## config.mk

```make
export PLATFORM = sky130hd
export DESIGN_NAME = acr_top
export DESIGN_NICKNAME = d
export VERILOG_FILES = /design/src/rtl/acr_pkg.sv /design/src/rtl/acr_timer.sv /design/src/rtl/acr_fifo.sv /design/src/rtl/acr_top.sv
export SDC_FILE = /design/constraint.sdc
export NUM_CORES = 1
export LEC_CHECK = 0
export BUFFER_PORTS_ARGS = -buffer_cell sky130_fd_sc_hd__buf_2
export CAP_MARGIN = 5
export CORE_AREA = 2 2 169 171
export CTS_BUF_LIST = sky130_fd_sc_hd__clkbuf_16
export CTS_CLUSTER_SIZE = 28
export DETAILED_ROUTE_END_ITERATION = 8
export DIE_AREA = 0 0 171 173
export PLACE_DENSITY = 0.65
export SLEW_MARGIN = 20
export SYNTH_ARGS = -nofsm -noshare
export SYNTH_HDL_FRONTEND = slang
export SYNTH_SLANG_ARGS = --single-unit
```

## constraint.sdc

```tcl
create_clock -name sys_clk -period 3.6 [get_ports sys_clk]
set_input_delay 0.72 -clock sys_clk [delete_from_list [all_inputs] [get_ports sys_clk]]
set_output_delay 0.72 -clock sys_clk [all_outputs]
set_load 0.01 [all_outputs]
```

## src/rtl/acr_pkg.sv

```systemverilog
package acr_pkg;

  localparam int unsigned DATA_W        = 12;
  localparam int unsigned WORD_W        = DATA_W + 1;
  localparam int unsigned FIFO_DEPTH    = 16;
  localparam int unsigned CLK_PERIOD_NS = 4;

  // Nap wake-up, a least time: rounded up
  localparam int unsigned NAP_WAKE_NS   = 350;
  localparam int unsigned NAP_WAKE_CYC  = (NAP_WAKE_NS + CLK_PERIOD_NS - 1) / CLK_PERIOD_NS;

  // Reference settling after sleep
  localparam int unsigned REF_SETTLE_MS  = 4;
  localparam int unsigned REF_SETTLE_CYC =
    (REF_SETTLE_MS * 1000000 + CLK_PERIOD_NS - 1) / CLK_PERIOD_NS;

  // Convert-to-clock lead time and conversion time; plain defaults
  localparam int unsigned LEAD_NS  = 20;
  localparam int unsigned LEAD_CYC = (LEAD_NS + CLK_PERIOD_NS - 1) / CLK_PERIOD_NS;
  localparam int unsigned CONVERT_REQUEST_NS  = 2000;
  localparam int unsigned CONVERT_REQUEST_CYC = (CONVERT_REQUEST_NS + CLK_PERIOD_NS - 1) / CLK_PERIOD_NS;

  localparam int unsigned NAP_PULSES   = 2;
  localparam int unsigned SLEEP_PULSES = 4;

  localparam logic        RST_POWER_ON = 1'h1;
  localparam logic        RST_SETTLED  = 1'h1;

  // Gray along active -> nap -> sleep -> wake -> active
  typedef enum logic [1:0] {
    PWR_ACTIVE = 2'h0,
    PWR_NAP    = 2'h1,
    PWR_SLEEP  = 2'h3,
    PWR_WAKE   = 2'h2
  } acr_pwr_t;

endpackage

```

## src/rtl/acr_timer.sv

```systemverilog
module acr_timer #(
  parameter int unsigned CNT_W = 8
) (
  input  wire logic             sys_clk,
  input  wire logic             rst_b,
  input  wire logic             start,
  input  wire logic [CNT_W-1:0] load,
  output logic                  done
);
  import acr_pkg::*;

  if (CNT_W < 1 || CNT_W > 31) begin : g_bad_w
    $error("acr_timer: CNT_W out of range");
  end

  logic [CNT_W-1:0] cnt;

  always_ff @(posedge sys_clk or negedge rst_b) begin
    if (!rst_b) begin
      cnt <= '0;
    end else if (start) begin
      cnt <= load;
    end else if (cnt != '0) begin
      cnt <= cnt - 1'b1;
    end
  end

  assign done = (cnt == '0);

endmodule

```

## src/rtl/acr_fifo.sv

```systemverilog
module acr_fifo #(
  parameter int unsigned WIDTH = acr_pkg::WORD_W,
  parameter int unsigned DEPTH = acr_pkg::FIFO_DEPTH
) (
  input  wire logic             sys_clk,
  input  wire logic             rst_b,
  input  wire logic             in_valid,
  output logic                  in_ready,
  input  wire logic [WIDTH-1:0] in_data,
  output logic                  out_valid,
  input  wire logic             out_ready,
  output logic      [WIDTH-1:0] out_data
);
  import acr_pkg::*;

  localparam int unsigned AW = $clog2(DEPTH);

  if (DEPTH < 2 || (1 << AW) != DEPTH || WIDTH < 1) begin : g_bad_fifo
    $error("acr_fifo: DEPTH must be a power of two >= 2");
  end

  logic [WIDTH-1:0] mem [DEPTH];
  logic [AW-1:0]    wr_ptr;
  logic [AW-1:0]    rd_ptr;
  logic [AW:0]      count;
  logic             push;
  logic             pop;

  assign in_ready  = (count != (AW+1)'(DEPTH));
  assign out_valid = (count != '0);
  assign out_data  = mem[rd_ptr];
  assign push      = in_valid && in_ready;
  assign pop       = out_valid && out_ready;

  always_ff @(posedge sys_clk) begin
    if (push) begin
      mem[wr_ptr] <= in_data;
    end
  end

  always_ff @(posedge sys_clk or negedge rst_b) begin
    if (!rst_b) begin
      wr_ptr <= '0;
      rd_ptr <= '0;
      count  <= '0;
    end else begin
      if (push) begin
        wr_ptr <= wr_ptr + 1'b1;
      end
      if (pop) begin
        rd_ptr <= rd_ptr + 1'b1;
      end
      if (push && !pop) begin
        count <= count + 1'b1;
      end else if (pop && !push) begin
        count <= count - 1'b1;
      end
    end
  end

endmodule

```

## src/rtl/acr_top.sv

```systemverilog
module acr_top #(
  parameter int unsigned REF_SETTLE_CYC = acr_pkg::REF_SETTLE_CYC,
  parameter int unsigned CONVERT_REQUEST_CYC       = acr_pkg::CONVERT_REQUEST_CYC,
  parameter int unsigned LEAD_CYC       = acr_pkg::LEAD_CYC,
  parameter int unsigned FIFO_DEPTH     = acr_pkg::FIFO_DEPTH
) (
  input  wire logic                       sys_clk,
  input  wire logic                       rst_b,
  input  wire logic                       serial_clk,
  input  wire logic                       convert_request,
  input  wire logic [acr_pkg::DATA_W-1:0] adc_code,
  input  wire logic                       vss_below_gnd,
  input  wire logic                       vref_low,
  output logic                            serial_out,
  output logic                            reference_settled_flag,
  output logic                            core_power_on,
  output logic                            ref_power_on,
  output logic                            converting
);
  import acr_pkg::*;

  if (CONVERT_REQUEST_CYC < 1 || CONVERT_REQUEST_CYC > 65535) begin : g_bad_convert_request
    $error("acr_top: CONVERT_REQUEST_CYC out of range");
  end
  if (LEAD_CYC < 1 || LEAD_CYC > 255) begin : g_bad_lead
    $error("acr_top: LEAD_CYC out of range");
  end
  if (REF_SETTLE_CYC < 1 || REF_SETTLE_CYC > 16777215) begin : g_bad_settle
    $error("acr_top: REF_SETTLE_CYC out of range");
  end

  logic              sclk_q;
  logic              convert_request_q;
  logic              sclk_rise;
  logic              convert_request_rise;
  logic              convert_request_fall;
  acr_pwr_t          pwr_state;
  acr_pwr_t          next_pwr;
  logic [2:0]        pulse_cnt;
  logic              nap_start;
  logic              nap_done;
  logic              settle_start;
  logic              settle_done;
  logic              settle_wait;
  logic              ref_settled;
  logic              ref_ok;
  logic [15:0]       convert_request_cnt;
  logic              convert_request_ok;
  logic              convert_request_start;
  logic              convert_request_end;
  logic [DATA_W-1:0] coded;
  logic [WORD_W-1:0] cap_word;
  logic              fifo_in_ready;
  logic              fifo_out_valid;
  logic [WORD_W-1:0] fifo_out_data;
  logic              fifo_pop;
  logic              lead_pend;
  logic [7:0]        lead_cnt;
  logic              skip_edge;
  logic              shift_rise;
  logic              sh_busy;
  logic [3:0]        bits_left;
  logic [WORD_W-1:0] shreg;

  // Pins are synchronous; one stage gives the edge reference
  // Clock sampler resets to the idle high level, so release shows no false rise
  always_ff @(posedge sys_clk or negedge rst_b) begin
    if (!rst_b) begin
      sclk_q <= 1'h1;
      convert_request_q <= 1'h0;
    end else begin
      sclk_q <= serial_clk;
      convert_request_q <= convert_request;
    end
  end

  assign sclk_rise = serial_clk && !sclk_q;
  assign convert_request_rise = convert_request && !convert_request_q;
  assign convert_request_fall = !convert_request && convert_request_q;

  // Convert pulses are counted only while the serial clock stays low
  always_ff @(posedge sys_clk or negedge rst_b) begin
    if (!rst_b) begin
      pulse_cnt <= 3'h0;
    end else if (serial_clk) begin
      pulse_cnt <= 3'h0;
    end else if (convert_request_fall && pulse_cnt != 3'(SLEEP_PULSES)) begin
      pulse_cnt <= pulse_cnt + 3'h1;
    end
  end

  always_comb begin
    next_pwr     = pwr_state;
    nap_start    = 1'b0;
    settle_start = 1'b0;
    unique case (pwr_state)
      PWR_ACTIVE: begin
        if (!serial_clk && convert_request_fall && pulse_cnt == 3'(NAP_PULSES - 1)) begin
          next_pwr = PWR_NAP;
        end
      end
      PWR_NAP: begin
        if (sclk_rise) begin
          next_pwr  = PWR_WAKE;
          nap_start = 1'b1;
        end else if (!serial_clk && convert_request_fall && pulse_cnt == 3'(SLEEP_PULSES - 1)) begin
          next_pwr = PWR_SLEEP;
        end
      end
      PWR_SLEEP: begin
        if (sclk_rise) begin
          next_pwr     = PWR_WAKE;
          nap_start    = 1'b1;
          settle_start = 1'b1;
        end
      end
      PWR_WAKE: begin
        if (nap_done) begin
          next_pwr = PWR_ACTIVE;
        end
      end
    endcase
  end

  always_ff @(posedge sys_clk or negedge rst_b) begin
    if (!rst_b) begin
      pwr_state <= PWR_ACTIVE;
    end else begin
      pwr_state <= next_pwr;
    end
  end

  acr_timer #(
    .CNT_W (8)
  ) u_nap_timer (
    .sys_clk (sys_clk),
    .rst_b   (rst_b),
    .start   (nap_start),
    .load    (8'(NAP_WAKE_CYC)),
    .done    (nap_done)
  );

  acr_timer #(
    .CNT_W (24)
  ) u_settle_timer (
    .sys_clk (sys_clk),
    .rst_b   (rst_b),
    .start   (settle_start),
    .load    (24'(REF_SETTLE_CYC)),
    .done    (settle_done)
  );

  // Sleep drops the reference; it is trusted again only after settling
  always_ff @(posedge sys_clk or negedge rst_b) begin
    if (!rst_b) begin
      settle_wait <= 1'h0;
      ref_settled <= RST_SETTLED;
    end else if (settle_start) begin
      settle_wait <= 1'h1;
    end else if (next_pwr == PWR_SLEEP) begin
      settle_wait <= 1'h0;
      ref_settled <= 1'h0;
    end else if (settle_wait && settle_done) begin
      settle_wait <= 1'h0;
      ref_settled <= 1'h1;
    end
  end

  assign ref_ok = ref_settled && !vref_low && pwr_state != PWR_SLEEP;

  always_ff @(posedge sys_clk or negedge rst_b) begin
    if (!rst_b) begin
      reference_settled_flag <= RST_SETTLED;
      ref_power_on           <= RST_POWER_ON;
      core_power_on          <= RST_POWER_ON;
    end else begin
      reference_settled_flag <= ref_ok;
      ref_power_on           <= (next_pwr != PWR_SLEEP);
      core_power_on          <= (next_pwr != PWR_SLEEP && next_pwr != PWR_NAP);
    end
  end

  // A word slot is reserved at start, so a full FIFO refuses the start
  assign convert_request_ok    = pwr_state == PWR_ACTIVE && !converting && fifo_in_ready;
  assign convert_request_start = convert_request_rise && convert_request_ok;
  assign convert_request_end   = converting && convert_request_cnt == 16'h0 && pwr_state == PWR_ACTIVE;

  // Offset-binary to two's complement is an MSB flip
  assign coded = vss_below_gnd ? {~adc_code[DATA_W-1], adc_code[DATA_W-2:0]}
                               : adc_code;

  always_ff @(posedge sys_clk or negedge rst_b) begin
    if (!rst_b) begin
      converting <= 1'h0;
      convert_request_cnt   <= 16'h0;
      cap_word   <= '0;
    end else if (convert_request_start) begin
      converting <= 1'h1;
      convert_request_cnt   <= 16'(CONVERT_REQUEST_CYC - 1);
      cap_word   <= {ref_ok, coded};
    end else if (pwr_state != PWR_ACTIVE || convert_request_end) begin
      // Power-down aborts a conversion in flight
      converting <= 1'h0;
    end else if (converting) begin
      convert_request_cnt <= convert_request_cnt - 16'h1;
    end
  end

  acr_fifo #(
    .WIDTH (WORD_W),
    .DEPTH (FIFO_DEPTH)
  ) u_fifo (
    .sys_clk   (sys_clk),
    .rst_b     (rst_b),
    .in_valid  (convert_request_end),
    .in_ready  (fifo_in_ready),
    .in_data   (cap_word),
    .out_valid (fifo_out_valid),
    .out_ready (fifo_pop),
    .out_data  (fifo_out_data)
  );

  // First clock rise after a late convert edge is not used
  always_ff @(posedge sys_clk or negedge rst_b) begin
    if (!rst_b) begin
      lead_pend <= 1'h0;
      lead_cnt  <= 8'h0;
    end else if (convert_request_start) begin
      lead_pend <= 1'h1;
      lead_cnt  <= 8'h0;
    end else begin
      if (sclk_rise) begin
        lead_pend <= 1'h0;
      end
      if (lead_cnt != 8'(LEAD_CYC)) begin
        lead_cnt <= lead_cnt + 8'h1;
      end
    end
  end

  assign skip_edge  = lead_pend && lead_cnt < 8'(LEAD_CYC);
  assign shift_rise = sclk_rise && !skip_edge && pwr_state == PWR_ACTIVE;
  assign fifo_pop   = shift_rise && !sh_busy && fifo_out_valid;

  // Data moves just after each used rise; host samples it two falling edges later, before the next rise
  always_ff @(posedge sys_clk or negedge rst_b) begin
    if (!rst_b) begin
      serial_out <= 1'h0;
      sh_busy    <= 1'h0;
      bits_left  <= 4'h0;
      shreg      <= '0;
    end else if (fifo_pop) begin
      serial_out <= fifo_out_data[WORD_W-1];
      shreg      <= {fifo_out_data[WORD_W-2:0], 1'b0};
      bits_left  <= 4'(DATA_W);
      sh_busy    <= 1'h1;
    end else if (shift_rise && sh_busy) begin
      serial_out <= shreg[WORD_W-1];
      shreg      <= {shreg[WORD_W-2:0], 1'b0};
      bits_left  <= bits_left - 4'h1;
      sh_busy    <= (bits_left != 4'h1);
    end else if (shift_rise) begin
      serial_out <= 1'h0;
    end
  end

  property p_nap_entry;
    @(posedge sys_clk) disable iff (!rst_b)
    (pwr_state == PWR_ACTIVE && !serial_clk && convert_request_fall && pulse_cnt == 3'h1)
      |=> pwr_state == PWR_NAP && !core_power_on;
  endproperty
  a_nap_entry: assert property (p_nap_entry) else $error("nap not entered");
  property p_sleep_entry;
    @(posedge sys_clk) disable iff (!rst_b)
    (pwr_state == PWR_NAP && !serial_clk && !sclk_rise && convert_request_fall && pulse_cnt == 3'h3)
      |=> pwr_state == PWR_SLEEP && !ref_power_on;
  endproperty
  a_sleep_entry: assert property (p_sleep_entry) else $error("sleep not entered");
  property p_nap_wake;
    @(posedge sys_clk) disable iff (!rst_b)
    (pwr_state == PWR_NAP && sclk_rise)
      |=> (pwr_state == PWR_WAKE && ref_power_on) [*8] ##81 pwr_state == PWR_WAKE ##1 pwr_state == PWR_ACTIVE;
  endproperty
  a_nap_wake: assert property (p_nap_wake) else $error("nap wake timing wrong");
  property p_sleep_wake;
    @(posedge sys_clk) disable iff (!rst_b)
    (pwr_state == PWR_SLEEP && sclk_rise) |=> pwr_state == PWR_WAKE ##1 !reference_settled_flag;
  endproperty
  a_sleep_wake: assert property (p_sleep_wake) else $error("sleep wake wrong");
  // Power output switches on the same edge as the state, the flag trails it by one
  property p_sleep_flag;
    @(posedge sys_clk) disable iff (!rst_b)
    pwr_state == PWR_SLEEP |-> !ref_power_on ##1 !reference_settled_flag;
  endproperty
  a_sleep_flag: assert property (p_sleep_flag) else $error("flag high in sleep");
  property p_vref_low;
    @(posedge sys_clk) disable iff (!rst_b)
    vref_low |=> !reference_settled_flag;
  endproperty
  a_vref_low: assert property (p_vref_low) else $error("flag high with low reference");
  property p_busy_ignore;
    @(posedge sys_clk) disable iff (!rst_b)
    (converting && convert_request_rise && convert_request_cnt != 16'h0 && pwr_state == PWR_ACTIVE)
      |=> converting && convert_request_cnt == $past(convert_request_cnt) - 16'h1;
  endproperty
  a_busy_ignore: assert property (p_busy_ignore) else $error("conversion restarted");
  property p_start;
    @(posedge sys_clk) disable iff (!rst_b)
    (convert_request_rise && pwr_state == PWR_ACTIVE && !converting && fifo_in_ready)
      |=> converting && cap_word[WORD_W-1] == $past(ref_ok);
  endproperty
  a_start: assert property (p_start) else $error("conversion not started");
  property p_coding;
    @(posedge sys_clk) disable iff (!rst_b)
    convert_request_start |=> cap_word[DATA_W-1] == ($past(adc_code[DATA_W-1]) ^ $past(vss_below_gnd))
      && cap_word[DATA_W-2:0] == $past(adc_code[DATA_W-2:0]);
  endproperty
  a_coding: assert property (p_coding) else $error("output coding wrong");
  property p_skip;
    @(posedge sys_clk) disable iff (!rst_b)
    (sclk_rise && skip_edge) |=> $stable(serial_out) && $stable(bits_left);
  endproperty
  a_skip: assert property (p_skip) else $error("late convert edge not delayed");
  property p_dout_edge;
    @(posedge sys_clk) disable iff (!rst_b)
    $changed(serial_out) |-> $past(sclk_rise);
  endproperty
  a_dout_edge: assert property (p_dout_edge) else $error("output moved off clock edge");
  property p_flag_first;
    @(posedge sys_clk) disable iff (!rst_b)
    fifo_pop |=> serial_out == $past(fifo_out_data[WORD_W-1]) && bits_left == 4'hc;
  endproperty
  a_flag_first: assert property (p_flag_first) else $error("flag not sent first");
  property p_msb_next;
    @(posedge sys_clk) disable iff (!rst_b)
    (shift_rise && sh_busy && bits_left == 4'hc) |=> serial_out == $past(shreg[WORD_W-1]);
  endproperty
  a_msb_next: assert property (p_msb_next) else $error("result msb not next");

  c_word:  cover property (@(posedge sys_clk) disable iff (!rst_b) sh_busy && bits_left == 4'h1 && shift_rise);
  c_nap:   cover property (@(posedge sys_clk) disable iff (!rst_b) pwr_state == PWR_NAP && sclk_rise);
  c_sleep: cover property (@(posedge sys_clk) disable iff (!rst_b) pwr_state == PWR_SLEEP && sclk_rise);
  c_full:  cover property (@(posedge sys_clk) disable iff (!rst_b) convert_request_rise && !fifo_in_ready);

endmodule

```

==> results of run 1 <==
==> through the flow <==
stage	worst slack (ns)	util	instances
6_report	0.304	0.567	1391
5_1_grt	0.0449	0.567	1391
4_1_cts	0.288	0.567	1391
3_5_place_dp	0.303	0.527	1327
3_3_place_gp	0.387	0.527	1327
2_1_floorplan	0.287	-	927
==> logic make-up after synthesis <==
group / count (synthesis) / share of synthesized area
AOI/OAI and AO/OA: 108 / 0.0563
xor gates and xnor gates: 42 / 0.0268
adders and majority gates: 22 / 0.0200
buffers and inverters: 73 / 0.0209
DFF: 322 / 0.663
muxes: 76 / 0.105
and+or+nand+nor: 284 / 0.108
==> final cells by class <==
type	instances	area (sq um)
multi-input cells	532	4380
clock buffers	35	876
flip-flops and latches	322	9110
clock inverters	29	236
inverters	30	113
repair buffers	65	485
fillers	2215	12000
well taps	378	473
==> Yosys cell counts, drive strengths merged, types with 2 or more instances <==
| master | instances |
|---|---|
| edfxtp | 208 |
| dfrtp | 109 |
| nand2 | 79 |
| nor2 | 59 |
| mux4 | 54 |
| a211oi | 29 |
| inv | 29 |
| clkbuf | 28 |
| ha | 22 |
| nand3 | 21 |
| xnor2 | 21 |
| xor2 | 21 |
| mux2i | 19 |
| o21ai | 18 |
| a21oi | 17 |
| nor3 | 17 |
| buf | 15 |
| nor2b | 15 |
| and2 | 13 |
| nand4 | 13 |
| nor4 | 12 |
| a221o | 10 |
| and3 | 10 |
| or3 | 9 |
| a31oi | 8 |
| or4 | 7 |
| nand2b | 6 |
| nor3b | 6 |
| dfstp | 5 |
| o211ai | 4 |
| o31ai | 4 |
| or3b | 4 |
| mux2 | 3 |
| o41ai | 3 |
| or4b | 3 |
| a21o | 2 |
| and4 | 2 |
| nand3b | 2 |
| nand4b | 2 |
| nor4b | 2 |
| o211a | 2 |
| o311ai | 2 |
| or2 | 2 |
==> sequential cells by signal, indices dropped and copies added, names as in the netlist, 2 cells and up <==
register and flops:
u_nap_timer.cnt 8, shreg 12, u_fifo.wr_ptr 4, cap_word 13, bits_left 4, pwr_state 2
convert_request_cnt 16, u_settle_timer.cnt 24, lead_cnt 8, u_fifo.count 5, u_fifo.mem 208, pulse_cnt 3
u_fifo.rd_ptr 4
==> layer usage <==
metal,vias up,GRT usage
li1,3656,-
met1,3953,0.282
met2,175,0.318
met3,36,0.0359
met4,0,0.0473
met5,-,0
==> power by group through the flow <==
stage | Combinational (W) | Clock [W] | Sequential (W)
after CTS | 0.000743 | 0.00349 | 0.00509
final | 0.000729 | 0.00342 | 0.00508
after global routing | 0.000861 | 0.00364 | 0.00517
after floorplan | 0.000555 | 0 | 0.00494
after detailed placement | 0.000734 | 0 | 0.00517
after global placement | 0.000722 | 0 | 0.00513
==> worst max path at each step <==
stage	from	end	slack (ns)
floorplan	convert_request_cnt[3]$_DFFE_PN0P_	u_fifo.mem[0][0]$_DFFE_PP_	0.29
global placement	convert_request_cnt[3]$_DFFE_PN0P_	u_fifo.count[4]$_DFFE_PN0P_	0.39
detailed placement	convert_request_cnt[3]$_DFFE_PN0P_	u_fifo.count[4]$_DFFE_PN0P_	0.30
CTS	convert_request_cnt[3]$_DFFE_PN0P_	u_fifo.count[4]$_DFFE_PN0P_	0.29
global route	u_fifo.count[1]$_DFFE_PN0P_	u_fifo.count[4]$_DFFE_PN0P_	0.04
finish	u_fifo.count[1]$_DFFE_PN0P_	u_fifo.count[4]$_DFFE_PN0P_	0.30
==> critical path, delay by kind of cell, from the launching register on <==
| kind | cells | cell delay [ns] |
|---|---|---|
| AOI/OAI and AO/OA | 2 | 0.41 |
| DFF | 1 | 0.45 |
| buffers and inverters | 1 | 0.08 |
| and+or+nand+nor | 6 | 1.63 |
| adders and majority gates | 2 | 0.60 |
==> what timing repair did <==
action | 4_1_cts | 5_1_grt
hold buffers | 0 | 0
setup endpoints to repair | 0 | 1
resized for setup | 0 | 1
==> out/results.tsv, run 1 <==
metric	value	unit
P_int	0.00687	W
clk_skew	0.0200	ns
CTS tree	built	
layout cells sized above 1	0.191	
Clock Tree Root	clkbuf_16	
Setup Viol. Count Final	0	
Yosys top cell by area	edfxtp_1	
Synth Register Bits	322	
number of synthesized flops with an enable pin	208	
Final Cycle Share	0.916	
Fmax	303	MHz
commonest cells after routing, fill and taps aside	edfxtp_1 (208), dfrtp_1 (106), nand2_1 (79), nor2_1 (59), mux4_2 (54)	
CP Capture Type	flop	
GRT overflow	0	
I/O Buffers	22	
Net Sw Power	0.00236	W
Rows	61	
sw frac	0.255	
Ant. Diodes	0	
Num CTS Buffers	35	
first-pass GRT wire length	45100	um
Core Box Area	27600	sq um
GRT Overall Usage	0.198	
first drt pass iteration count	5	
Slew @ Worst Pin	1.01	ns
post-synthesis sequential area ratio	0.663	
ys flop type	edfxtp_1	
wire per inst	19.9	um
worst stage delay on the critical path	0.85	ns
Nets	1026	
antenna viol nets, final	0	
count of cell types in the netlist	64	
WL met2	13300	um
TNS Setup	0	ns
commonest non-fill, non-tap cell in the layout	edfxtp_1	
HP Class	input pin to async pin	
Post-Route WL	27700	um
Final Power	0.00923	W
mapped cell area	13700	sq um
drt via density	5.62	
CTS Sinks	322	
Worst path slowest cell	nor4_1	
metal3 WL	1260	um
drt drc	0	
Reg2Reg Depth	11	
Startpoint Class	flop	
DR vias	7820	
Comb pwr share	0.079	
Fin Hold WS	0.127	ns
wire length on met1	12700	um
post-synthesis net count	967	
fin area	15700	sq um
Slew Viols, Final	0	
Detail Placement HPWL	17800	um
Synth top area share	0.455	
slew margin rel.	0.324	
Final GP Congestion	0.818	
Initial Util	0.497	
largest net degree at the start of global routing	93	
RSZ-0062 raised after global routing	false	
MaxCap Viol Count	0	
Power Density	589	nW/um^2
Die Y	173	um
r2r setup slk	0.30	ns
clk slew on worst S/H paths	0.06	ns
cells after synthesis	927	
Leak Pwr	5.62	nW
top sig layer	met4	
clock tree buffer depth	3	
P&R area growth vs syn	14.1	%
critical path class	flop to flop	
Clk pwr share	0.371	
top cells by area, synth	edfxtp_1 (45%), dfrtp_1 (20%), mux4_2 (8.9%), nand2_1 (2.2%), ha_1 (2.0%)	
sequential group share of total power	0.550	
Hold Fails Final Rpt	0	
Mapped Avg Cell Area	14.8	sq um
RR Startpoint	u_fifo.count[1]$_DFFE_PN0P_	
WP data required	3.99	ns
Post-CTS Setup Repair Bufs	0	
Yosys warnings	0	
clock latency on the worst-skew pair	0.53	ns
Max Fanout on Critical Path	7	
H-tree depth	2	
crit path DAT	3.69	ns
Max IR drop VDD	0.533	mV
R2R Path End	u_fifo.count[4]$_DFFE_PN0P_	
die width	171	um
initial antenna violation count	0	
# IOs	23	
status	finished, final reports clean	
DRT iter0 DRCs	568	
crit path cell chain	nor4_1 > a21oi_1 > nand2_1 > ha_1 > inv_1 > ha_1 > nand2_1 > or3_1 > nand3_1 > a21o_1 > nand3_1	
Die ar.	29600	sq um
Post-DP Area	14600	sq um
asr flop ratio synth	0.354	
Period minus WS final	3.30	ns
number of global-route vias before repair	8048	
(Power assumes the default switching activity.)
==> run 2: changes to the inputs <==
--- a/config.mk
+++ b/config.mk
@@ -13,6 +13,7 @@
 export DETAILED_ROUTE_END_ITERATION = 8
 export DIE_AREA = 0 0 171 173
 export PLACE_DENSITY = 0.65
+export SKIP_CTS_REPAIR_TIMING = 1
 export SLEW_MARGIN = 20
 export SYNTH_ARGS = -nofsm -noshare
 export SYNTH_HDL_FRONTEND = slang
==> constraint.sdc (replaced) <==
create_clock -name sys_clk -period 3.6 [get_ports sys_clk]
set_input_delay 1.08 -clock sys_clk [delete_from_list [all_inputs] [get_ports sys_clk]]
set_output_delay 1.08 -clock sys_clk [all_outputs]
set_load 0.01 [all_outputs]
==> out/results.tsv, run 2 (synthesis results as in run 1) <==
metric	value	unit	change
status	finished, final reports clean		unchanged
Worst Hold Launch	convert_request_cnt[9]$_DFFE_PN0P_		
Startpoint Class	flop		unchanged
Ant. Diodes	0		unchanged
Fmax	303	MHz	about the same
fillers	2255		was 2215
multi-input logic area	4370	sq um	was 4380 sq um
Final GP Congestion	0.804		was 0.818
Nets	1028		was 1026
Power Density	583	nW/um^2	was 589 nW/um^2
number of global-route vias before repair	7761		was 8048
P&R area growth vs syn	13.8	%	was 14.1%
Slew Viols, Final	0		unchanged
Slew @ Worst Pin	1.06	ns	was 1.01 ns
Worst path slowest cell	or4b_4		was nor4_1
Hold Path End	convert_request_cnt[9]$_DFFE_PN0P_		
Final Cycle Share	0.917		was 0.916
die width	171	um	unchanged
Setup Viol. Count Final	0		unchanged
Biggest register	u_fifo.mem		unchanged
number of flip-flops in the largest register	208		unchanged
register area	9110	sq um	unchanged
largest registers	u_fifo.mem x208, u_settle_timer.cnt x24, convert_request_cnt x16		unchanged
I/O Buffers	22		unchanged
sw frac	0.255		about the same
RR Startpoint	convert_request_cnt[3]$_DFFE_PN0P_		was u_fifo.count[1]$_DFFE_PN0P_
H-tree depth	2		unchanged
Hold Fails Final Rpt	0		unchanged
critical path class	flop to flop		unchanged
Layout Cells excl Fill	1392		was 1391
Num CTS Buffers	35		unchanged
Leak Pwr	5.59	nW	was 5.62 nW
Clock Tree Root	clkbuf_16		unchanged
first drt pass iteration count	5		unchanged
Max Fanout on Critical Path	7		unchanged
CTS tree	built		unchanged
crit path DAT	3.70	ns	was 3.69 ns
P_int	0.00679	W	was 0.00687 W
crit path cell chain	or4b_4 > a2111oi_2 > nand2_1 > clkinv_1 > ha_1 > inv_1 > ha_1 > nand2_1 > or3_1 > nand3_1 > a21o_1 > nand3_1		was nor4_1 > a21oi_1 > nand2_1 > ha_1 > inv_1 > ha_1 > nand2_1 > or3_1 > nand3_1 > a21o_1 > nand3_1
wire per inst	19.4	um	was 19.9 um
HP Class	flop to flop		was input pin to async pin
sequential group share of total power	0.557		was 0.550
initial antenna violation count	0		unchanged
TNS Setup	0	ns	unchanged
layout cells sized above 1	0.197		was 0.191
DRT iter0 DRCs	504		was 568
antenna viol nets, final	0		unchanged
Net Sw Power	0.00232	W	was 0.00236 W
clk_skew	0.0143	ns	was 0.0200 ns
CP Capture Type	flop		unchanged
commonest cells after routing, fill and taps aside	edfxtp_1 (208), dfrtp_1 (106), nand2_1 (79), nor2_1 (59), mux4_2 (54)		unchanged
Post-Route WL	27000	um	was 27700 um
drt via density	5.59		was 5.62
Reg2Reg Depth	12		was 11
Die ar.	29600	sq um	unchanged
family with the most delay on the worst path	simple AND/OR/NAND/NOR gates		unchanged
slew margin rel.	0.296		was 0.324
largest net degree at the start of global routing	92		was 93
Hold Path Depth	1		
first-pass GRT wire length	43600	um	was 45100 um
DR vias	7786		was 7820
Period minus WS final	3.30	ns	about the same
Cells after DPL	1329		was 1327
Rows	61		unchanged
Clk pwr share	0.363		was 0.371
commonest non-fill, non-tap cell in the layout	edfxtp_1		unchanged
Die Y	173	um	unchanged
clock tree buffer depth	3		unchanged
MaxCap Viol Count	0		unchanged
Detail Placement HPWL	17300	um	was 17800 um
clk slew on worst S/H paths	0.06	ns	about the same
Core Box Area	27600	sq um	unchanged
CTS Sinks	322		unchanged
drt drc	0		unchanged
worst stage delay on the critical path	0.59	ns	was 0.85 ns
Initial Util	0.497		unchanged
GRT Overall Usage	0.190		was 0.198
GRT overflow	0		unchanged
Max IR drop VDD	0.508	mV	was 0.533 mV
RSZ-0062 raised after global routing	false		unchanged
Buf/Inv on CP	2		was 1
Comb pwr share	0.080		was 0.079
R2R Path End	u_fifo.count[4]$_DFFE_PN0P_		unchanged
WP data required	4.00	ns	was 3.99 ns
r2r setup slk	0.30	ns	about the same
clock latency on the worst-skew pair	0.51	ns	was 0.53 ns
# IOs	23		unchanged
run 2: final cells by class:
class	instances	area share
Clock inverter	28	0.0119
Tap cell	378	0.0303
Timing Repair Buffer	67	0.0320
Sequential cell	322	0.583
Clock buffer	35	0.0560
Multi-Input combinational cell	532	0.280
Inverter	30	0.00721
run 2: layer usage:
| layer | up-vias | global-route usage | wire, um | share of wire |
|---|---|---|---|---|
| li1 | 3651 | - | - | - |
| met1 | 3904 | 0.278 | 12400 | 0.46 |
| met2 | 189 | 0.295 | 12600 | 0.47 |
| met3 | 42 | 0.0320 | 1330 | 0.049 |
| met4 | 0 | 0.0572 | 674 | 0.025 |
| met5 | - | 0 | 0 | 0 |
run 2: how the worst max path moves through the flow:
| stage | startpoint | endpoint | slack (ns) | depth (start not counted) |
|---|---|---|---|---|
| 2_1_floorplan | serial_clk | u_fifo.count[4]$_DFFE_PN0P_ | 0.28 | 12 |
| 3_3_place_gp | serial_clk | u_fifo.count[4]$_DFFE_PN0P_ | 0.37 | 11 |
| 3_5_place_dp | convert_request_cnt[3]$_DFFE_PN0P_ | u_fifo.count[4]$_DFFE_PN0P_ | 0.31 | 12 |
| 4_1_cts | convert_request_cnt[3]$_DFFE_PN0P_ | u_fifo.count[4]$_DFFE_PN0P_ | 0.30 | 12 |
| 5_1_grt | convert_request_cnt[3]$_DFFE_PN0P_ | u_fifo.count[4]$_DFFE_PN0P_ | 0.08 | 12 |
| 6_report | convert_request_cnt[3]$_DFFE_PN0P_ | u_fifo.count[4]$_DFFE_PN0P_ | 0.30 | 12 |
run 2: metrics by stage:
| step | area [sq um] | setup slack, ns | util | total power [W] | hold slack [ns] |
|---|---|---|---|---|---|
| CTS | 15600 | 0.299 | 0.566 | 0.00921 | 0.477 |
| global placement | 14600 | 0.372 | 0.527 | 0.00585 | 0.464 |
| finish | 15600 | 0.298 | 0.566 | 0.00911 | 0.479 |
| floorplan | 13700 | 0.276 | - | 0.00550 | 0.439 |
| detailed placement | 14600 | 0.308 | 0.527 | 0.00590 | 0.469 |
| global route | 15600 | 0.0796 | 0.566 | 0.00955 | 0.491 |
run 2: power groups by stage:
stage / Clock [W] / Sequential (W) / Combinational [W]
2_1_floorplan: 0 / 0.00494 / 0.000555
3_3_place_gp: 0 / 0.00513 / 0.000718
3_5_place_dp: 0 / 0.00517 / 0.000728
4_1_cts: 0.00338 / 0.00510 / 0.000735
5_1_grt: 0.00352 / 0.00517 / 0.000854
6_report: 0.00331 / 0.00508 / 0.000725
run 2: worst register-to-register path, delay by kind of cell (launching register included):
family	cells	cell delay [ns]
compound gates	2	0.56
fa+ha+maj	2	0.60
flops	1	0.41
simple gates	6	1.38
buf+inv	2	0.24
